**src/tcp_pkg.sv**
```systemverilog
/*
 * tcp_pkg: shared constants for the timer/counter with prescaler.
 * Assumes a 32-bit classic Wishbone register bus, one byte per word.
 */
package tcp_pkg;

	// register byte addresses
	localparam logic [7:0] TCP_ADR_LOW    = 8'h00;
	localparam logic [7:0] TCP_ADR_HIGH   = 8'h04;
	localparam logic [7:0] TCP_ADR_INTCTL = 8'h08;
	localparam logic [7:0] TCP_ADR_CTRL   = 8'h0c;

	// timer_control field positions
	localparam int TCP_CTRL_RUN    = 7;
	localparam int TCP_CTRL_WIDTH  = 6;
	localparam int TCP_CTRL_SRC    = 5;
	localparam int TCP_CTRL_EDGE   = 4;
	localparam int TCP_CTRL_BYPASS = 3;
	localparam int TCP_CTRL_PS_MSB = 2;
	localparam int TCP_CTRL_PS_LSB = 0;

	// main_interrupt_control field positions
	localparam int TCP_IC_GIE   = 7;
	localparam int TCP_IC_PEIE  = 6;
	localparam int TCP_IC_OVFIE = 5;
	localparam int TCP_IC_OVFIF = 2;

	// values after reset
	localparam logic [7:0] TCP_CTRL_RST   = 8'hff;
	localparam logic [7:0] TCP_HIGH_RST   = 8'h00;
	localparam logic [7:0] TCP_INTCTL_RST = 8'h00;
	localparam logic [7:0] TCP_LOW_RST    = 8'h00;

	// instruction cycles with counting held off after a low byte write
	localparam logic [1:0] TCP_WR_INHIBIT_CYC = 2'h2;

	// bus slave states
	typedef enum logic [0:0] {
		TCP_BUS_IDLE = 1'b0,
		TCP_BUS_ACK  = 1'b1
	} tcp_bus_state_t;

endpackage

```
**src/tcp_top.sv**
```systemverilog
/*
 * tcp_top: 8/16-bit timer/counter with prescaler behind a Wishbone slave.
 * Assumes one clk_i cycle per instruction cycle, a synchronous high reset,
 * a sleep level from the same clock domain and an asynchronous count pin.
 */
// Operation
// - source select clear: timer mode, one step per instruction cycle unscaled.
// - after a low byte write, no counting for two instruction cycles.
// - source select set: counter mode, steps on chosen external pin edge.
// - edge select clear counts rising edges, set counts falling edges.
// - external input synchronised first; increment follows after that delay.
// - an 8-bit prescaler exists; software cannot read or write it.
// - prescaler bypass clear routes input through prescaler, ratios 1:2 to 1:256.
// - low byte write clears prescaler count when assigned; assignment unchanged.
// - prescaler assignment may change at any time while running.
// - overflow flag sets on FFh to 00h, or FFFFh to 0000h.
// - overflow interrupt enable clear blocks the interrupt request.
// - timer stopped in sleep, so overflow never wakes the processor.
// - 16-bit mode: high byte hidden; low byte read copies it to buffer.
// - 16-bit mode: low byte write loads high byte from buffer too.
// - control bits 7..0: run, width, source, edge, bypass, three prescale.
// - reset sets control to all ones and clears the high buffer.
// - interrupt control: global 7, peripheral 6, overflow enable 5, flag 2.
`timescale 1ns/1ns
module tcp_top (
	// clock and reset
	input  wire logic        clk_i,
	input  wire logic        rst_i,
	// wishbone slave
	input  wire logic        wb_cyc_i,
	input  wire logic        wb_stb_i,
	input  wire logic        wb_we_i,
	input  wire logic [7:0]  wb_adr_i,
	input  wire logic [3:0]  wb_sel_i,
	input  wire logic [31:0] wb_dat_i,
	output logic [31:0]      wb_dat_o,
	output logic             wb_ack_o,
	// core state and pin
	input  wire logic        sleep_i,
	input  wire logic        external_count_pin_i,
	// interrupt request towards the core
	output logic             overflow_irq_o
);
	import tcp_pkg::*;

	// address decode shared by read and write paths
	function automatic logic adr_hit(input logic [7:0] adr, input logic [7:0] reg_adr);
		adr_hit = (adr == reg_adr);
	endfunction

	// registers
	tcp_bus_state_t bus_state_r;
	tcp_bus_state_t bus_state_nxt;
	logic [31:0]    rdata_r;
	logic [31:0]    rdata_nxt;
	logic [15:0]    count_r;
	logic [15:0]    count_nxt;
	logic [7:0]     high_buf_r;
	logic [7:0]     high_buf_nxt;
	logic [7:0]     ctrl_r;
	logic [7:0]     ctrl_nxt;
	logic [7:0]     intctl_r;
	logic [7:0]     intctl_nxt;
	logic [1:0]     inhibit_r;
	logic [1:0]     inhibit_nxt;

	// bus decode
	logic access;
	logic wr_stb;
	logic rd_stb;
	logic lane0;
	logic hit_low;
	logic hit_high;
	logic hit_intctl;
	logic hit_ctrl;
	logic wr_low;
	logic wr_high;
	logic wr_intctl;
	logic wr_ctrl;
	logic rd_low;
	logic [7:0] wbyte;
	logic [7:0] rbyte;

	// control fields
	logic       run_enable;
	logic       width_select;
	logic       source_select;
	logic       edge_select;
	logic       prescaler_bypass;
	logic [2:0] prescale_select;
	logic       overflow_int_enable;
	logic       overflow_flag;
	logic       global_int_enable;

	// count path
	logic       pin_edge;
	logic       src_tick;
	logic       psc_tick;
	logic       psc_clear;
	logic       step_tick;
	logic       active;
	logic       step;
	logic       wrap_8;
	logic       wrap_16;
	logic       overflow;
	logic [7:0] low_inc;
	logic [7:0] high_inc;
	logic       inhibit_idle;
	logic       psc_src;
	logic       wrap_sel;

	// wishbone slave: one wait state, ack for one cycle
	assign access = wb_cyc_i & wb_stb_i & (bus_state_r == TCP_BUS_IDLE);
	assign wr_stb = access & wb_we_i;
	assign rd_stb = access & ~wb_we_i;
	assign lane0  = wb_sel_i[0];
	assign wbyte  = wb_dat_i[7:0];

	assign hit_low    = adr_hit(wb_adr_i, TCP_ADR_LOW);
	assign hit_high   = adr_hit(wb_adr_i, TCP_ADR_HIGH);
	assign hit_intctl = adr_hit(wb_adr_i, TCP_ADR_INTCTL);
	assign hit_ctrl   = adr_hit(wb_adr_i, TCP_ADR_CTRL);

	assign wr_low    = wr_stb & lane0 & hit_low;
	assign wr_high   = wr_stb & lane0 & hit_high;
	assign wr_intctl = wr_stb & lane0 & hit_intctl;
	assign wr_ctrl   = wr_stb & lane0 & hit_ctrl;
	assign rd_low    = rd_stb & hit_low;

	always_comb begin
		case (bus_state_r)
			TCP_BUS_IDLE: begin
				bus_state_nxt = access ? TCP_BUS_ACK : TCP_BUS_IDLE;
			end
			TCP_BUS_ACK: begin
				bus_state_nxt = TCP_BUS_IDLE;
			end
			default: begin
				bus_state_nxt = TCP_BUS_IDLE;
			end
		endcase
	end

	assign wb_ack_o = (bus_state_r == TCP_BUS_ACK);

	// read mux; unmapped addresses and upper bits read as zero
	assign rbyte = hit_low    ? count_r[7:0] :
	               hit_high   ? high_buf_r   :
	               hit_intctl ? intctl_r     :
	               hit_ctrl   ? ctrl_r       : 8'h00;

	assign rdata_nxt = rd_stb ? {24'h000000, rbyte} : rdata_r;

	assign wb_dat_o = rdata_r;

	// control field taps
	assign run_enable       = ctrl_r[TCP_CTRL_RUN];
	assign width_select     = ctrl_r[TCP_CTRL_WIDTH];
	assign source_select    = ctrl_r[TCP_CTRL_SRC];
	assign edge_select      = ctrl_r[TCP_CTRL_EDGE];
	assign prescaler_bypass = ctrl_r[TCP_CTRL_BYPASS];
	assign prescale_select  = ctrl_r[TCP_CTRL_PS_MSB:TCP_CTRL_PS_LSB];

	assign global_int_enable   = intctl_r[TCP_IC_GIE];
	assign overflow_int_enable = intctl_r[TCP_IC_OVFIE];
	assign overflow_flag       = intctl_r[TCP_IC_OVFIF];

	// count source selection
	tcp_sync_edge u_sync_edge (
		.clk_i     (clk_i),
		.rst_i     (rst_i),
		.pin_i     (external_count_pin_i),
		.falling_i (edge_select),
		.edge_o    (pin_edge)
	);

	// timer mode counts every instruction cycle, counter mode counts pin edges
	assign src_tick = source_select ? pin_edge : 1'b1;

	// sleep and run enable stop the source ahead of the prescaler
	assign active = run_enable & ~sleep_i;

	// prescaler clear only while it is assigned; bypass bit is not touched
	assign psc_clear = wr_low & ~prescaler_bypass;
	assign psc_src   = src_tick & active & ~prescaler_bypass;

	tcp_prescaler u_prescaler (
		.clk_i       (clk_i),
		.rst_i       (rst_i),
		.tick_i      (psc_src),
		.clear_i     (psc_clear),
		.ratio_sel_i (prescale_select),
		.tick_o      (psc_tick)
	);

	// assignment read live each cycle, so it may change while running
	assign step_tick = prescaler_bypass ? (src_tick & active) : psc_tick;

	// held off right after a low byte write
	assign inhibit_idle = (inhibit_r == 2'h0);
	assign step         = step_tick & inhibit_idle & ~wr_low;

	// counter and overflow
	assign low_inc  = count_r[7:0] + 8'h01;
	assign high_inc = count_r[15:8] + 8'h01;
	assign wrap_8   = (count_r[7:0] == 8'hff);
	assign wrap_16  = wrap_8 & (count_r[15:8] == 8'hff);

	// width select set: 8-bit, clear: 16-bit
	assign wrap_sel = width_select ? wrap_8 : wrap_16;
	assign overflow = step & wrap_sel;

	always_comb begin
		count_nxt = count_r;
		if (wr_low) begin
			count_nxt[7:0] = wbyte;
			if (!width_select) begin
				count_nxt[15:8] = high_buf_r;
			end
		end else if (step) begin
			count_nxt[7:0] = low_inc;
			if (!width_select && wrap_8) begin
				count_nxt[15:8] = high_inc;
			end
		end
	end

	always_comb begin
		inhibit_nxt = inhibit_r;
		if (wr_low) begin
			inhibit_nxt = TCP_WR_INHIBIT_CYC;
		end else if (!inhibit_idle) begin
			inhibit_nxt = inhibit_r - 2'h1;
		end
	end

	// high buffer: software writes, or snapshot of the hidden high byte
	always_comb begin
		high_buf_nxt = high_buf_r;
		if (wr_high) begin
			high_buf_nxt = wbyte;
		end else if (rd_low && !width_select) begin
			high_buf_nxt = count_r[15:8];
		end
	end

	always_comb begin
		ctrl_nxt = ctrl_r;
		if (wr_ctrl) begin
			ctrl_nxt = wbyte;
		end
	end

	// overflow sets the flag even in the cycle software clears it
	always_comb begin
		intctl_nxt = intctl_r;
		if (wr_intctl) begin
			intctl_nxt = wbyte;
		end
		if (overflow) begin
			intctl_nxt[TCP_IC_OVFIF] = 1'b1;
		end
	end

	// request only with the overflow enable and the global enable set
	assign overflow_irq_o = overflow_flag & overflow_int_enable & global_int_enable;

	// state
	always_ff @(posedge clk_i) begin
		if (rst_i) begin
			bus_state_r <= TCP_BUS_IDLE;
		end else begin
			bus_state_r <= bus_state_nxt;
		end
	end

	always_ff @(posedge clk_i) begin
		if (rst_i) begin
			rdata_r <= 32'h00000000;
		end else begin
			rdata_r <= rdata_nxt;
		end
	end

	always_ff @(posedge clk_i) begin
		if (rst_i) begin
			count_r <= {TCP_LOW_RST, TCP_LOW_RST};
		end else begin
			count_r <= count_nxt;
		end
	end

	always_ff @(posedge clk_i) begin
		if (rst_i) begin
			inhibit_r <= 2'h0;
		end else begin
			inhibit_r <= inhibit_nxt;
		end
	end

	always_ff @(posedge clk_i) begin
		if (rst_i) begin
			high_buf_r <= TCP_HIGH_RST;
		end else begin
			high_buf_r <= high_buf_nxt;
		end
	end

	always_ff @(posedge clk_i) begin
		if (rst_i) begin
			ctrl_r <= TCP_CTRL_RST;
		end else begin
			ctrl_r <= ctrl_nxt;
		end
	end

	always_ff @(posedge clk_i) begin
		if (rst_i) begin
			intctl_r <= TCP_INTCTL_RST;
		end else begin
			intctl_r <= intctl_nxt;
		end
	end

endmodule

```
**src/tcp_sync_edge.sv**
```systemverilog
/*
 * tcp_sync_edge: two-flop synchroniser and edge picker for the count pin.
 * Assumes the pin is asynchronous to clk_i; the pulse is one clock long.
 */
`timescale 1ns/1ns
module tcp_sync_edge (
	// clock and reset
	input  wire logic clk_i,
	input  wire logic rst_i,
	// pin and edge choice
	input  wire logic pin_i,
	input  wire logic falling_i,
	// one-cycle count pulse
	output logic      edge_o
);
	logic sync1_r;
	logic sync2_r;
	logic prev_r;
	logic edge_r;
	logic edge_nxt;

	assign edge_nxt = falling_i ? (prev_r & ~sync2_r) : (~prev_r & sync2_r);

	always_ff @(posedge clk_i) begin
		if (rst_i) begin
			sync1_r <= 1'b0;
			sync2_r <= 1'b0;
			prev_r  <= 1'b0;
			edge_r  <= 1'b0;
		end else begin
			sync1_r <= pin_i;
			sync2_r <= sync1_r;
			prev_r  <= sync2_r;
			edge_r  <= edge_nxt;
		end
	end

	assign edge_o = edge_r;
endmodule

```
**src/tcp_prescaler.sv**
```systemverilog
/*
 * tcp_prescaler: hidden 8-bit prescale counter, ratio 2 to 256.
 * Assumes tick_i is a one-cycle pulse on clk_i.
 */
`timescale 1ns/1ns
module tcp_prescaler (
	// clock and reset
	input  wire logic       clk_i,
	input  wire logic       rst_i,
	// control
	input  wire logic       tick_i,
	input  wire logic       clear_i,
	input  wire logic [2:0] ratio_sel_i,
	// divided tick
	output logic            tick_o
);
	logic [7:0] cnt_r;
	logic [7:0] cnt_nxt;
	logic [7:0] mask;
	logic       wrap;

	// ratio 2^(n+1): last count of the window has the low n+1 bits set
	assign mask    = 8'((9'h2 << ratio_sel_i) - 9'h1);
	assign wrap    = ((cnt_r & mask) == mask);
	assign tick_o  = tick_i & wrap & ~clear_i;
	assign cnt_nxt = clear_i ? 8'h00 : (tick_i ? cnt_r + 8'h01 : cnt_r);

	always_ff @(posedge clk_i) begin
		if (rst_i) begin
			cnt_r <= 8'h00;
		end else begin
			cnt_r <= cnt_nxt;
		end
	end
endmodule

```
**config.mk**
```make
export PLATFORM = sky130hd
export DESIGN_NAME = tcp_top
export DESIGN_NICKNAME = d
export VERILOG_FILES = /design/src/tcp_pkg.sv /design/src/tcp_top.sv /design/src/tcp_sync_edge.sv /design/src/tcp_prescaler.sv
export SDC_FILE = /design/constraint.sdc
export NUM_CORES = 1
export LEC_CHECK = 0
export ABC_AREA = 0
export BUFFER_PORTS_ARGS = -buffer_cell sky130_fd_sc_hd__clkbuf_2
export CAP_MARGIN = 20
export CORE_ASPECT_RATIO = 2
export CORE_MARGIN = 2
export CORE_UTILIZATION = 53
export DETAILED_ROUTE_END_ITERATION = 16
export PLACE_DENSITY = 0.8
export SLEW_MARGIN = 20
export SYNTH_ARGS = -nofsm -noshare
export SYNTH_HDL_FRONTEND = slang
export SYNTH_SLANG_ARGS = --single-unit
```
**constraint.sdc**
```tcl
create_clock -name clk_i -period 2.76 [get_ports clk_i]
set_input_delay 0.276 -clock clk_i [delete_from_list [all_inputs] [get_ports clk_i]]
set_output_delay 0.276 -clock clk_i [all_outputs]
set_load 0.005 [all_outputs]
```
Word level (Yosys, flattened, before mapping)
Index checks and enable logic that the tools add are counted.
- add/subtract/negate cells: 5
- reductions and logical operators: 12
- bitwise logic cells: 33
- shifts and indexed selects: 1
- multiplexer cells: 20
- equal/unequal tests: 8
- operator list (operator ; count):
    $mux W8 ; 8
    $mux W16 ; 2
    $add A8 B1 Y8 const B ; 3
    $and A1 B1 Y1 ; 24
    $eq A8 B4 Y1 const B ; 2
    $eq A8 B8 Y1 const B ; 2
    $and A8 B8 Y8 ; 1
    $eq A8 B3 Y1 const B ; 1
    $eq A8 B8 Y1 ; 1
    $logic_not A8 Y1 ; 1
    $not A1 Y1 ; 8
    $reduce_bool A2 Y1 ; 4
    $shl A2 B3 Y8 const A ; 1
    $sub A8 B1 Y8 const B ; 1
    $mux W1 ; 6
    $mux W2 ; 2
    $ne A2 B2 Y1 const B ; 2
    $reduce_or A2 Y1 ; 2
    $mux W3 ; 1
    $reduce_and A3 Y1 ; 1
    $logic_and A1 B1 Y1 ; 2
    $logic_not A2 Y1 ; 1
    $pmux W1 S2 ; 1
    $sub A2 B1 Y2 const B ; 1
    $logic_not A1 Y1 ; 1
- bits of input ports: 51
- logic and storage cells: 94
- output and inout port bits: 34
- flip-flop bits (word level): 63

Depth between registers and ports, before layout
- depth after elaboration: 13
- mapped depth: 8
- gate-level depth less buffers: 6

Modules after synthesis
A second synthesis with hierarchy kept.
- cell total of the unflattened synthesis: 392
- area total of the unflattened synthesis: 3439.5 µm²
- by module, submodules not included (module ; cells each ; area each (µm²) ; sequential area each (µm²) ; instances):
    tcp_top ; 319 ; 2807.7 ; 1021.0 ; 1
    tcp_prescaler ; 63 ; 508.0 ; 160.2 ; 1
    tcp_sync_edge ; 10 ; 123.9 ; 80.1 ; 1

Worst setup path before layout
OpenSTA, ideal clock, no wires.
- kind: input-to-reg
- start point: input port sleep_i
- end point: register count_r[14]
- data required time: 2.629 ns
- stages on the path: 8
- library setup time: 0.131 ns
- slack: 0.740 ns
- path buffers: 2
- arrival: 1.889 ns
- cell sequence: nand2b_1 -> or4_1 -> clkbuf_4 -> nor4_1 -> a311oi_2 -> buf_6 -> o211ai_1 -> o31ai_1
- word-level cells in the longest chain between the ends: 11
- ends and longest elaborated chain (element ; RTL line ; RTL):
    start, declared ; tcp_top.sv:39 ; input wire logic sleep_i,
    $not A1 Y1 (*) ; tcp_top.sv:181 ; assign active = run_enable & ~sleep_i;
    $and A1 B1 Y1 (*) ; tcp_top.sv:181 ;
    $and A1 B1 Y1 (*) ; tcp_top.sv:185, tcp_top.sv:197 ;
    $and A1 B1 Y1 ; tcp_top.sv:185 ; assign psc_src = src_tick & active & ~prescaler_bypass;
    $and A1 B1 Y1 (2 in a row) ; tcp_prescaler.sv:25 ; assign tick_o = tick_i & wrap & ~clear_i;
    $mux W1 (*) ; tcp_top.sv:197 ; assign step_tick = prescaler_bypass ? (src_tick & active) : psc_tick;
    $and A1 B1 Y1 (*) (2 in a row) ; tcp_top.sv:201 ; assign step = step_tick & inhibit_idle & ~wr_low;
    $reduce_bool A2 Y1 (no source line) (*) ; -- ;
    $reduce_and A3 Y1 (no source line) (*) ; -- ;
    end signal, assigned ; tcp_top.sv:287 ; count_r <= {TCP_LOW_RST, TCP_LOW_RST};
    end signal, assigned ; tcp_top.sv:289 ; count_r <= count_nxt;
    end, declared ; tcp_top.sv:56 ; logic [15:0] count_r;
Every way passes the cells marked *; elsewhere a longest branch is shown, timed or not.
A chain may end at the register's enable or synchronous reset.

Worst setup path after layout
- start point: register ctrl_r[2]
- end point: register count_r[8]
- word-level cells in the longest chain between the ends: 11
- ends and longest elaborated chain (element ; RTL line ; RTL):
    start, declared ; tcp_top.sv:60 ; logic [7:0] ctrl_r;
    start signal, assigned ; tcp_top.sv:313 ; ctrl_r <= ctrl_nxt;
    $shl A2 B3 Y8 (*) ; tcp_prescaler.sv:23 ; assign mask = 8'((9'h2 << ratio_sel_i) - 9'h1);
    $sub A8 B1 Y8 (*) ; tcp_prescaler.sv:23 ;
    $and A8 B8 Y8 ; tcp_prescaler.sv:24 ; assign wrap = ((cnt_r & mask) == mask);
    $eq A8 B8 Y1 (*) ; tcp_prescaler.sv:24 ;
    $and A1 B1 Y1 (*) (2 in a row) ; tcp_prescaler.sv:25 ;
    $mux W1 (*) ; tcp_top.sv:197 ;
    $and A1 B1 Y1 (*) (2 in a row) ; tcp_top.sv:201 ;
    $reduce_bool A2 Y1 (no source line) (*) ; -- ;
    $reduce_and A3 Y1 (no source line) (*) ; -- ;
Marked as above.

==> flow_summary.json <==
{
  "netlist_instances": 393,
  "ys_top_cells_by_area": "dfxtp_1 38%, nor2_1 7.3%, buf_4 5.6%, mux2i_1 4.8%, nand2_1 4.0%",
  "dieHeight_um": 116.3,
  "coreArea_um2": 6207,
  "postPlaceCellArea_um2": 3447,
  "tightest_slew_ps": 756.3,
  "diodes": 0,
  "rr_worst_depth": 6,
  "fin_crit_sh_pct": 80.98,
  "overflow": 0,
  "post-place-ws_ps": 304.1,
  "synth_edf_count": 0,
  "yosysTopAreaCell": "dfxtp_1",
  "rsz0062_at_grt": "false",
  "die_w_um": 60.13,
  "combPwrFrac_pct": 4.7,
  "ys.warnings.count": 0,
  "min_path_type": "in2reg",
  "synth_top_family_by_area": "simple AND/OR/NAND/NOR gates",
  "synthXorXnorAreaFrac_pct": 3.672,
  "holdCritStartpoint": "external_count_pin_i",
  "cts.repair.resized": 0,
  "final-seq-area_um2": 1261,
  "grt.total_usage_pct": 24.19,
  "wl_per_cell_um": 15.15,
  "postCtsSetupBuffers": 0,
  "holdPathStages": 2,
  "clock_path_buffers": 2,
  "num_rows": 41,
  "synth_compound_area_share_pct": 15.92,
  "cts-root-buf": "clkbuf_16",
  "setup_viol": 0,
  "timing.rr.end": "count_r[8]$_SDFFE_PP0P_",
  "required_ps": 2980,
  "die-area_um2": 6990,
  "p_sw_uw": 454.1,
  "setup_tns_ps": 0,
  "area_growth_syn_to_layout_pct": 12.48,
  "ys_ff_latch": 63,
  "gp_congestion": 0.8771,
  "numCtsBuffers": 9,
  "finalNetCount": 478,
  "first_iter_violations": 168,
  "p_leak_uw": 0.001479,
  "worst_slew_margin_rel_pct": 49.58,
  "grt_first_pass_wirelength_um": 12820,
  "drv_cap": 0,
  "synth_simple_gate_area_share_pct": 24.02,
  "ir_worst_vdd_uv": 792.3,
  "m1WireLength_um": 3233,
  "cts_hold_buf": 0,
  "grt_max_degree": 47,
  "synthArstFlopShare_pct": 0,
  "initial_core_util_pct": 53.80,
  "rrSetupSlack_ps": 530,
  "synth_fa_ha_area_share_pct": 1.124,
  "cts.sinks": 63,
  "syn_avg_cell_area_um2": 8.497,
  "dpl.hpwl_um": 5412,
  "met2WireLength_um": 3903,
  "met3_length_um": 448,
  "max_freq_ghz": 0.4474,
  "boundaryPins": 85,
  "multi_input_area_um2": 1846,
  "drt_pre_antenna_iters": 5,
  "syn_area_um2": 3339,
  "path_clk_slew_ps": 50,
  "post-route-min-period_ps": 2235,
  "swShare_pct": 21.14,
  "routed_wl_um": 7787,
  "muxShareOfSynthArea_pct": 7.493,
  "synthDistinctLibCells": 57,
  "end_kind": "flip-flop",
  "critical_path_class": "reg2reg",
  "io_buffers": 33,
  "antenna_found_initial": 0,
  "p_int_uw": 1694,
  "cts.htree.levels": 3,
  "arrival_ps": 2450,
  "top_layer_used": "met4",
  "drt_drc_violations_left": 0,
  "layout-drive-gt1-share_pct": 17.29,
  "antenna_left": 0,
  "final_cell_area_um2": 3756,
  "timing.rr.start": "ctrl_r[2]$_SDFFE_PP1P_",
  "status": "completed",
  "vias": 2897,
  "first_global_vias": 2700,
  "hold_viol_final": 0,
  "ys.flop_type": "dfxtp_1",
  "dp_cells": 499,
  "startpoint_type": "flip-flop",
  "power-per-cell-area_nw_per_um2": 571.9,
  "yosys.area.top_type_share_pct": 37.77,
  "finalPower_uw": 2148,
  "clk_latency_ps": 320,
  "cp_max_fo": 16,
  "routed_via_density": 5.636,
  "clock_skew_ps": 5.972,
  "min_to": "u_sync_edge.sync1_r$_SDFF_PP0_",
  "fin_cells": 514,
  "seq_area_frac_synth_pct": 37.77,
  "finalWorstSetupSlack_ps": 525.1,
  "fillers": 534,
  "drv_slew": 0,
  "p_clk_share_pct": 52.3,
  "cts_tree": "built",
  "seq_power_share_pct": 43.0
}
## area by class of cell
cell class,instances,share of cell area (%)
clock buffers,11,6.729
clock inverters,4,1.199
inverters,5,0.4997
multi-input cells,304,49.13
flip-flops and latches,63,33.58
well taps,86,2.865
repair buffers,41,5.996
## layer usage
metal	global-route usage (%)	vias to the layer above
met3	5.648	15
met2	39.49	94
met1	30.13	1371
met5	0	-
met4	9.481	0
li1	-	1417
## how the worst max path moves through the flow
| stage | from | endpoint | slack (ps) | cells after the start |
|---|---|---|---|---|
| floorplan | sleep_i | count_r[14]$_SDFFE_PP0P_ | 740 | 8 |
| global placement | ctrl_r[2]$_SDFFE_PP1P_ | count_r[8]$_SDFFE_PP0P_ | 370 | 6 |
| detailed placement | ctrl_r[0]$_SDFFE_PP1P_ | count_r[8]$_SDFFE_PP0P_ | 300 | 6 |
| CTS | ctrl_r[0]$_SDFFE_PP1P_ | count_r[8]$_SDFFE_PP0P_ | 280 | 6 |
| global route | ctrl_r[2]$_SDFFE_PP1P_ | count_r[8]$_SDFFE_PP0P_ | 360 | 6 |
| finish | ctrl_r[2]$_SDFFE_PP1P_ | count_r[8]$_SDFFE_PP0P_ | 530 | 6 |
## logic make-up (layout without fill, tap and decap cells)
group	Yosys count	count (layout)
adder cells (fa/ha/maj)	3	3
XOR/XNOR	14	14
flip-flops	63	63
other	1	24
buffers and inverters	49	61
AO/OA/AOI/OAI	75	75
AND/OR/NAND/NOR	164	164
multiplexers	24	24
## synthesized netlist by cell type, drive strengths merged (9+ instances only)
cell and count:
a21oi 22, nor2 65, clkbuf 13, dfxtp 63
mux2i 16, buf 31, nand2 36, a211oi 15
nor3 9
## through the flow
step	hold WS, ps	utilization (%)
6_report	187.4	60.51
5_1_grt	209.0	60.51
4_1_cts	175.4	60.33
3_5_place_dp	436.1	55.53
3_3_place_gp	420.0	55.53
2_1_floorplan	401.1	-
## placed cells by master, fill, tap and decap left out, drive strengths merged, types with 2 or more instances in the layout
cell | Yosys | layout
xor2 | 6 | 6
buf | 31 | 8
nor4 | 8 | 8
clkinv | 1 | 4
a22oi | 8 | 8
and3 | 8 | 8
xnor2 | 8 | 8
nor2 | 65 | 65
o211ai | 4 | 4
o22ai | 3 | 3
nor3 | 9 | 9
a222oi | 2 | 2
conb | 1 | 24
mux2i | 16 | 16
mux2 | 8 | 8
nor2b | 5 | 5
o32ai | 2 | 2
nand3 | 7 | 7
dfxtp | 63 | 63
or2b | 3 | 3
o31ai | 4 | 4
nor3b | 3 | 3
a211oi | 15 | 15
nor4b | 2 | 2
inv | 4 | 4
and2 | 6 | 6
nand4 | 5 | 5
clkbuf | 13 | 44
nand2 | 36 | 36
ha | 3 | 3
a311oi | 5 | 5
o21ai | 4 | 4
nand3b | 2 | 2
a21oi | 22 | 22
## flip-flops by register name (all words and copies together) (netlist names)
signal	cells
count_r	16
ctrl_r	8
high_buf_r	8
intctl_r	8
u_prescaler.cnt_r	8
wb_dat_o	8
inhibit_r	2
u_sync_edge.edge_o	1
u_sync_edge.prev_r	1
u_sync_edge.sync1_r	1
u_sync_edge.sync2_r	1
wb_ack_o	1
## power by group through the flow
stage	clock, µW	combinational (µW)	sequential, µW
final	1120	102	923
after global routing	1180	115	923
after CTS	1140	101	923
after detailed placement	0	101	942
after global placement	0	101	942
after floorplan	0	83.9	942
## critical path, stage by stage (launching register included)
cell and delay (ps):
dfxtp_1 390, or2b_2 310, a21oi_1 190, nor4_1 130
a311oi_4 690, nor2_1 130, o221a_2 290
Power figures use the tool's default switching activity.
